--- src/node_id_pkg.sv ---
// Package for the node identity register block.
// Assumes a single 100 MHz clock and a plain strobe register port.
`default_nettype none
package node_id_pkg;
   localparam logic [7:0] NODE_IDENTITY_OFS = 8'he8;
   localparam logic [7:0] INT_STATUS_OFS = 8'hc0;
   localparam logic [7:0] INT_MASK_OFS = 8'hc4;
   localparam int VALID_BIT = 31;
   localparam int ROOT_BIT = 30;
   localparam int CABLE_POWER_BIT = 27;
   localparam int SEG_LSB = 6;
   localparam int SEG_W = 10;
   localparam int NODE_W = 6;
   localparam logic [9:0] SEG_RESET = 10'h3ff;
   localparam logic [5:0] NODE_RESET = 6'h00;
   localparam logic [5:0] NODE_UNADDRESSED = 6'h3f;
   // Interrupt event bits
   localparam int EV_BUS_RESET = 0;
   localparam int EV_NODE_VALID = 1;
   localparam int EV_POWER_CHANGE = 2;
   localparam int EV_W = 3;
   localparam logic [2:0] EV_RESET = 3'h0;
endpackage : node_id_pkg
`default_nettype wire

--- src/node_id_edge.sv ---
// Rising and falling edge detector for one synchronous level.
// Assumes the input is already synchronous to the clock.
`default_nettype none
module node_id_edge (
   input wire logic i_ref_clk,
   input wire logic i_rstn,
   input wire logic i_level,
   output logic o_change
);
   logic prev_r;

   // Hold last value to spot any change
   always_ff @(posedge i_ref_clk or negedge i_rstn) begin
      if (!i_rstn) begin
         prev_r <= 1'b0;
      end else begin
         prev_r <= i_level;
      end
   end

   assign o_change = prev_r ^ i_level;
endmodule : node_id_edge
`default_nettype wire

--- src/node_id_reg.sv ---
// Node identity register: bus segment, PHY node number and status flags.
// Assumes PHY indications and bus reset are synchronous to i_ref_clk.
`default_nettype none
////////////////////////////////////////////////////////////////////////////////
module node_id_reg (
   input wire logic i_ref_clk,
   input wire logic i_rstn,
   input wire logic [7:0] i_addr,
   input wire logic [31:0] i_wdata,
   input wire logic i_wr,
   input wire logic i_rd,
   output logic [31:0] o_rdata,
   input wire logic i_bus_reset,
   input wire logic i_phy_id_load,
   input wire logic [5:0] i_phy_node_number,
   input wire logic i_phy_root,
   input wire logic i_cable_power_ok,
   output logic [15:0] o_node_address,
   output logic o_node_id_valid,
   output logic o_unaddressed,
   output logic o_irq
);
   typedef struct packed {
      logic node_id_valid;
      logic root;
      logic cable_power_ok;
      logic [9:0] bus_segment_number;
      logic [5:0] physical_node_number;
      logic in_bus_reset;
      logic [2:0] int_mask;
      logic [31:0] rdata;
      logic irq;
      logic unaddressed;
   } state_t;

   state_t st_r;
   state_t st_nxt;
   logic [2:0] ev_set;
   logic [2:0] ev_clear;
   logic [2:0] ev_status;
   logic power_change;
   logic [31:0] ident_word;

   ////////////////////////////////////////////////////////////////////////////
   // Cable power edge, counts as an event either way
   node_id_edge u_power_edge (
      .i_ref_clk(i_ref_clk),
      .i_rstn(i_rstn),
      .i_level(i_cable_power_ok),
      .o_change(power_change)
   );

   // Write-one-to-clear only on the status offset
   always_comb begin
      ev_set = '0;
      ev_set[node_id_pkg::EV_BUS_RESET] = i_bus_reset;
      ev_set[node_id_pkg::EV_NODE_VALID] = i_phy_id_load & ~i_bus_reset;
      ev_set[node_id_pkg::EV_POWER_CHANGE] = power_change;
      ev_clear = '0;
      if (i_wr && i_addr == node_id_pkg::INT_STATUS_OFS) begin
         ev_clear = i_wdata[node_id_pkg::EV_W-1:0];
      end
   end

   node_id_sticky #(
      .W(node_id_pkg::EV_W)
   ) u_events (
      .i_ref_clk(i_ref_clk),
      .i_rstn(i_rstn),
      .i_set(ev_set),
      .i_clear(ev_clear),
      .o_status(ev_status)
   );

   ////////////////////////////////////////////////////////////////////////////
   // Read image of the identity word; unused ranges stay zero
   always_comb begin
      ident_word = '0;
      ident_word[node_id_pkg::VALID_BIT] = st_r.node_id_valid;
      ident_word[node_id_pkg::ROOT_BIT] = st_r.root;
      ident_word[node_id_pkg::CABLE_POWER_BIT] = st_r.cable_power_ok;
      ident_word[15:0] = {st_r.bus_segment_number, st_r.physical_node_number};
   end

   // Next state of all flags, fields and the read port
   always_comb begin
      st_nxt = st_r;
      // Cable power follows the PHY report directly
      st_nxt.cable_power_ok = i_cable_power_ok;
      if (i_bus_reset) begin
         // Stale node number must not look valid once the bus resets
         st_nxt.node_id_valid = 1'b0;
         st_nxt.in_bus_reset = 1'b1;
         st_nxt.root = 1'b0;
      end else if (i_phy_id_load) begin
         st_nxt.physical_node_number = i_phy_node_number;
         st_nxt.node_id_valid = 1'b1;
         st_nxt.in_bus_reset = 1'b0;
         // Root only latched while reset processing is under way
         if (st_r.in_bus_reset) begin
            st_nxt.root = i_phy_root;
         end
      end
      // Only the segment field and the mask take software writes
      if (i_wr) begin
         case (i_addr)
            node_id_pkg::NODE_IDENTITY_OFS: begin
               st_nxt.bus_segment_number = i_wdata[15:node_id_pkg::SEG_LSB];
            end
            node_id_pkg::INT_MASK_OFS: begin
               st_nxt.int_mask = i_wdata[node_id_pkg::EV_W-1:0];
            end
            default: begin
            end
         endcase
      end
      // Read data valid the cycle after the strobe only
      st_nxt.rdata = '0;
      if (i_rd) begin
         case (i_addr)
            node_id_pkg::NODE_IDENTITY_OFS: st_nxt.rdata = ident_word;
            node_id_pkg::INT_STATUS_OFS: st_nxt.rdata = {29'h0, ev_status};
            node_id_pkg::INT_MASK_OFS: st_nxt.rdata = {29'h0, st_r.int_mask};
            default: st_nxt.rdata = '0;
         endcase
      end
      // Registered so the pin comes straight from a flip-flop
      st_nxt.unaddressed =
         (st_nxt.physical_node_number == node_id_pkg::NODE_UNADDRESSED);
      // Interrupt tracks status after this cycle's update
      st_nxt.irq = |(((ev_status & ~ev_clear) | ev_set) & st_nxt.int_mask);
   end

   ////////////////////////////////////////////////////////////////////////////
   // Single register stage for all state in st_r; event bits and power edge register in submodules
   always_ff @(posedge i_ref_clk or negedge i_rstn) begin
      if (!i_rstn) begin
         st_r <= '0;
         st_r.bus_segment_number <= node_id_pkg::SEG_RESET;
         st_r.physical_node_number <= node_id_pkg::NODE_RESET;
         st_r.int_mask <= node_id_pkg::EV_RESET;
      end else begin
         st_r <= st_nxt;
      end
   end

   ////////////////////////////////////////////////////////////////////////////
   // Outputs straight from flip-flops
   assign o_rdata = st_r.rdata;
   assign o_node_address = {st_r.bus_segment_number, st_r.physical_node_number};
   assign o_node_id_valid = st_r.node_id_valid;
   // Hint for transmit gating; software must still hold off itself
   assign o_unaddressed = st_r.unaddressed;
   assign o_irq = st_r.irq;
endmodule : node_id_reg
`default_nettype wire

--- src/node_id_sticky.sv ---
// Sticky event bits, cleared by writing one; set wins over clear.
// Assumes event and clear vectors are single-cycle pulses.
`default_nettype none
module node_id_sticky #(
   parameter int W = 3
) (
   input wire logic i_ref_clk,
   input wire logic i_rstn,
   input wire logic [W-1:0] i_set,
   input wire logic [W-1:0] i_clear,
   output logic [W-1:0] o_status
);
   logic [W-1:0] stat_r;

   // Set beats clear so a coincident event survives
   always_ff @(posedge i_ref_clk or negedge i_rstn) begin
      if (!i_rstn) begin
         stat_r <= '0;
      end else begin
         stat_r <= (stat_r & ~i_clear) | i_set;
      end
   end

   assign o_status = stat_r;
endmodule : node_id_sticky
`default_nettype wire

--- config.mk ---
export PLATFORM = sky130hd
export DESIGN_NAME = node_id_reg
export DESIGN_NICKNAME = d
export VERILOG_FILES = /design/src/node_id_pkg.sv /design/src/node_id_edge.sv /design/src/node_id_reg.sv /design/src/node_id_sticky.sv
export SDC_FILE = /design/constraint.sdc
export NUM_CORES = 1
export LEC_CHECK = 0
export BUFFER_PORTS_ARGS = -buffer_cell sky130_fd_sc_hd__buf_4
export CELL_PAD_IN_SITES_DETAIL_PLACEMENT = 1
export CELL_PAD_IN_SITES_GLOBAL_PLACEMENT = 1
export CORE_AREA = 5 5 83 93
export CTS_CLUSTER_SIZE = 10
export DETAILED_ROUTE_END_ITERATION = 7
export DIE_AREA = 0 0 88 98
export GPL_TIMING_DRIVEN = 0
export HOLD_SLACK_MARGIN = 0.15
export PLACE_DENSITY_LB_ADDON = 0.1
export SLEW_MARGIN = 20
export SYNTH_ARGS = -nofsm -noshare
export SYNTH_HDL_FRONTEND = slang
export SYNTH_SLANG_ARGS = --single-unit
--- constraint.sdc ---
create_clock -name i_ref_clk -period 1.6 [get_ports i_ref_clk]
set_input_delay 0.16 -clock i_ref_clk [delete_from_list [all_inputs] [get_ports i_ref_clk]]
set_output_delay 0.16 -clock i_ref_clk [all_outputs]
set_load 0.02 [all_outputs]
# == Word-level counts from Yosys, hierarchy flattened ==
# Index checks and enable logic that the tools add are counted.
# W data, S select, Z words.
# word_totals
regBits,60
inputBits,54
out_inout_bits,51
elab_cells,39
# op_classes
eq_ne,4
mux,11
bitwise,7
n_reduce_logical,6
# op_table
operator,n
$pmux W32 S3,1
$mux W32,1
$eq A8 B8 Y1 const B,3
$mux W3,3
$mux W7,1
$and A3 B3 Y3,2
$eq A6 B6 Y1 const B,1
$mux W6,1
$mux W2,2
$reduce_and A2 Y1,2
$reduce_bool A2 Y1,2
$not A3 Y3,1
$or A3 B3 Y3,1
$reduce_or A3 Y1,1
$mux W1,2
$and A1 B1 Y1,1
$logic_and A1 B1 Y1,1
$not A1 Y1,1
$xor A1 B1 Y1,1

# == Longest topological paths before layout ==
# depth
ltp_word,8
ltp_mapped,5
mapped_depth_nobuf,4

# == Hierarchy ==
# Synthesis repeated with hierarchy kept, for this count alone.
# unflattened
cells_unflattened,196
hier_area_um2,2296.0
# by_module_without_submodules
mod,instances,cells_each,area_per_inst_um2,seq_area_each_um2
node_id_reg,1,185,2153.3,1113.6
node_id_sticky,1,9,108.9,75.1
node_id_edge,1,2,33.8,25.0

# == Worst setup path after synthesis ==
# OpenSTA, ideal clock, no wires.
# synth_timing
kind,register to register
startpoint,"reg, netlist name ident_word[27]"
endpoint,"reg st_r, in the netlist o_irq"
t_arrival_ps,1261
path_slack_ps,207
path_stages_with_launch,5
period_less_slack_ps,1393
path_cell_list,dfrtp_1 > xor2_1 > or3b_2 > mux2i_1 > o221ai_2
# synth_lines
element,line,source
to (signal assigned),node_id_reg.sv:143,st_r <= st_nxt;
to (decl),node_id_reg.sv:36,state_t st_r;

==> metrics.txt <==
result of the run completed; cell with the biggest individual delay on the critical path sky130_fd_sc_hd__dlygate4sd3_1; Iter 0 DRT Violations 20; Placement Cell Area between 0.002 and 0.003 mm2; net total in the final layout around 360; number of remaining DRC errors 0; via count 1690; count of distinct cell types in the synthesized netlist 35; Placeable Area 0.00677 mm2; CTS sink cnt 47; post-layout util 49.4%; die outline width 88 um; Rel. slew slack 60.5%; cells along the critical path dlygate4sd3_1, buf_4, nor2b_1, clkbuf_4, mux2_2, nand4_1, nor2_1; xor/xnor cell area share of the yosys netlist less than 1%; type of destination of the critical path flip-flop; post-synthesis cell count 194; setup TNS after final layout 0 ns; clock network fraction of design power 36.8%; H-Tree Level Count 2; maximum resistive drop on vdd 0.000339 V; Synth Area per Inst 11.7 um2; clock transition at the registers of the reported paths roughly 0.090 ns; switch share approximately a quarter; switching power around 650 uW; CTS max path bufs 2; RSZ-0062 raised after global routing false; Clock Skew 0.00555 ns; reg-to-reg slack, setup 0.11 ns; post-layout instance area 0.00334 mm2; largest net degree at the start of global routing 48; most area-consuming cells after synthesis sky130_fd_sc_hd__dfrtp_1 41%, sky130_fd_sc_hd__buf_4 16%, sky130_fd_sc_hd__dfstp_2 12%; number of flops mapped to enable cells by yosys 0; library cell occupying the most area in the post-synthesis netlist sky130_fd_sc_hd__dfrtp_1; upper clock frequency limit 665 MHz; source of the worst hold timing path i_rd; part of the cycle the worst path needs a little over nine tenths; top post-synthesis cells by count 48 x sky130_fd_sc_hd__buf_4, 37 x sky130_fd_sc_hd__dfrtp_1, 21 x sky130_fd_sc_hd__mux2_2; clock network latency to the later pin of the worst-skew pair 0.30 ns; main combinational cell family by area after synthesis buffers and inverters; relative contribution of combinational cells to total power 17.1%; number of ports placed on the die boundary 105; vias in the first global route 1827; worst hold-check path type in -> reg; Total Routing Usage GR 12.5%; Die Footprint 0.00862 mm2; Final Non-Filler Cells 395; cell at the root of the clock tree sky130_fd_sc_hd__clkbuf_8; design internal power 2.13 mW; P per Cell Area 832 mW/mm2; post-synthesis instance area 0.00227 mm2; Die Height 98 um; max-slew violation count 0; adder-cell share of the synthesized area 0%; TritonRoute pass-1 iters 4; Cell Count Post-Placement 363; share of Yosys cell area claimed by the top area cell type between 40% and 50%; TritonCTS clock tree built; Setup Viol. Count Final 0; sequential share of the synthesized area 52.4%; fraction of final layout cells with drive strength greater than 1 54.2%; capture endpoint of the worst hold path o_rdata[0]; count of maximum capacitance violations 0; Final Hold Vio Count 0; type of the worst setup path in -> reg; reg2reg start ident_word[27]; Warnings, synthesis 0; Post-DP HPWL between 3000 and 4000 um; proportion of power drawn by flip-flops and latches 46.1%; number of placement rows 32; dominant cell by count in the synthesized netlist sky130_fd_sc_hd__buf_4; basic-gate share of the synthesized area counting and, or, nand and nor cells between 10% and 20%; leakage power figure 1.71 nW; TritonCTS Buffers 5; data arrival time of the critical path between 1.5 and 2 ns; largest stage delay on the critical path 0.53 ns; worst hold slack 0.191 ns; number of setup buffers added after CTS 0; count of antenna-violating nets left after detailed routing 0; post-synthesis async set-or-reset flop share 100%; cell count of the worst reg-to-reg path 4; total congestion overflow after global routing 0; number of storage elements in the synthesis netlist 47; area added between synthesis and finish 47.2%; most used flip-flop cell after synthesis sky130_fd_sc_hd__dfrtp_1; endpoint of the lowest-slack register-to-register path o_irq; kind of start point of the critical path input pin; buffers added on ports 72; data required time at the worst endpoint 1.79 ns; per-cell routed wire length 13.1 um; antenna violations before repair 0; Min Clock Period, post-route 1.50 ns; Avg Vias per Cell 4.28; transition time at the pin with the least slew margin 0.593 ns; filler instances 768; count of cells along the worst hold path 3; global placer's final weighted congestion 0.709; overall routed net length 5170 um; CP max FO 10; compound-gate portion of the synthesized area 4.96%; effective utilization at floorplan 33.5%; first-pass GRT wire length 8580 um; mux contribution to synthesized area 11.3%; diode count 0
[how the worst max path moves through the flow]
stage | from | end | cells past startpoint
detailed placement | i_addr[1] | o_rdata[11] | 6
floorplan | ident_word[27] | o_irq | 4
finish | i_bus_reset | o_unaddressed | 7
global placement | i_addr[1] | o_rdata[14] | 6
global route | i_bus_reset | o_unaddressed | 7
CTS | i_bus_reset | o_unaddressed | 7
[registers in the layout (all words and copies together) (netlist names)]
name               flops
o_rdata               19
o_node_address        16
st_r                   4
u_events.o_status      3
ident_word             2
o_irq                  1
o_node_id_valid        1
o_unaddressed          1
[worst max-delay path: cells and delay by family]
family	cells	cell delay, ns
and+or+nand+nor	3	0.24
muxes	1	0.37
buffers and inverters	3	0.91
[stage by stage]
stage                     setup WS (ns)  total power [mW]
final                            0.0962              2.78
after global routing            0.00839              2.92
after CTS                        0.0403              2.82
after detailed placement        -0.0792              1.73
after global placement          -0.0602              1.73
after floorplan                   0.207              1.54
[cell usage in the layout, fill, tap and decap left out, types with 2 or more instances in the layout]
cell type	Yosys	routed
sky130_fd_sc_hd__buf_4	48	120
sky130_fd_sc_hd__dfrtp_1	37	37
sky130_fd_sc_hd__dlygate4sd3_1	0	24
sky130_fd_sc_hd__mux2_2	21	21
sky130_fd_sc_hd__and2_1	17	17
sky130_fd_sc_hd__conb_1	1	13
sky130_fd_sc_hd__nor2_1	10	10
sky130_fd_sc_hd__dfstp_2	10	10
sky130_fd_sc_hd__nand2_1	5	5
sky130_fd_sc_hd__a21o_1	5	5
sky130_fd_sc_hd__clkbuf_8	0	5
sky130_fd_sc_hd__nand3_1	3	3
sky130_fd_sc_hd__inv_1	3	3
sky130_fd_sc_hd__a22oi_1	3	3
sky130_fd_sc_hd__nor2b_1	2	2
sky130_fd_sc_hd__clkbuf_1	2	2
sky130_fd_sc_hd__mux2i_1	2	2
sky130_fd_sc_hd__nor3_1	2	2
sky130_fd_sc_hd__or3b_2	2	2
sky130_fd_sc_hd__o22ai_1	2	2
sky130_fd_sc_hd__nand4_1	2	2
sky130_fd_sc_hd__bufinv_16	0	2
[kinds of logic after synthesis]
family	count (synthesis)
flops	47
compound gates	15
simple gates	52
other cells	1
mux	23
xor+xnor	1
buf+inv	55
[routing by layer]
| layer | vias up | wire length [um] | global-route usage, % |
|---|---|---|---|
| li1 | 819 | - | - |
| met1 | 805 | 2150 | 15.5 |
| met2 | 60 | 2570 | 21.0 |
| met3 | 6 | 383 | 3.38 |
| met4 | 0 | 70 | 3.90 |
| met5 | - | 0 | 0 |
[timing repair]
action / CTS / global route
setup endpoints to repair: 0 / 1
hold buffers: 24 / 0
hold endpoints to repair: 62 / 0
gates resized for setup: 0 / 1
[area by class of cell]
class | count | area (um2) | area share, %
buffer | 52 | 380 | 11.4
timing repair buffer | 96 | 781 | 23.4
clock inverter | 3 | 67.6 | 2.02
multi-input combinational | 104 | 736 | 22.0
tap | 85 | 106 | 3.18
clock buffer | 5 | 68.8 | 2.06
inverter | 3 | 11.3 | 0.337
sequential | 47 | 1190 | 35.6
[power by group through the flow]
stage	sequential (mW)	combinational, mW	clock, mW
after floorplan	1.30	0.244	0
after global placement	1.30	0.427	0
after detailed placement	1.30	0.430	0
after CTS	1.28	0.478	1.06
after global routing	1.29	0.517	1.11
final	1.28	0.475	1.02
Power figures use the tool's default switching activity.
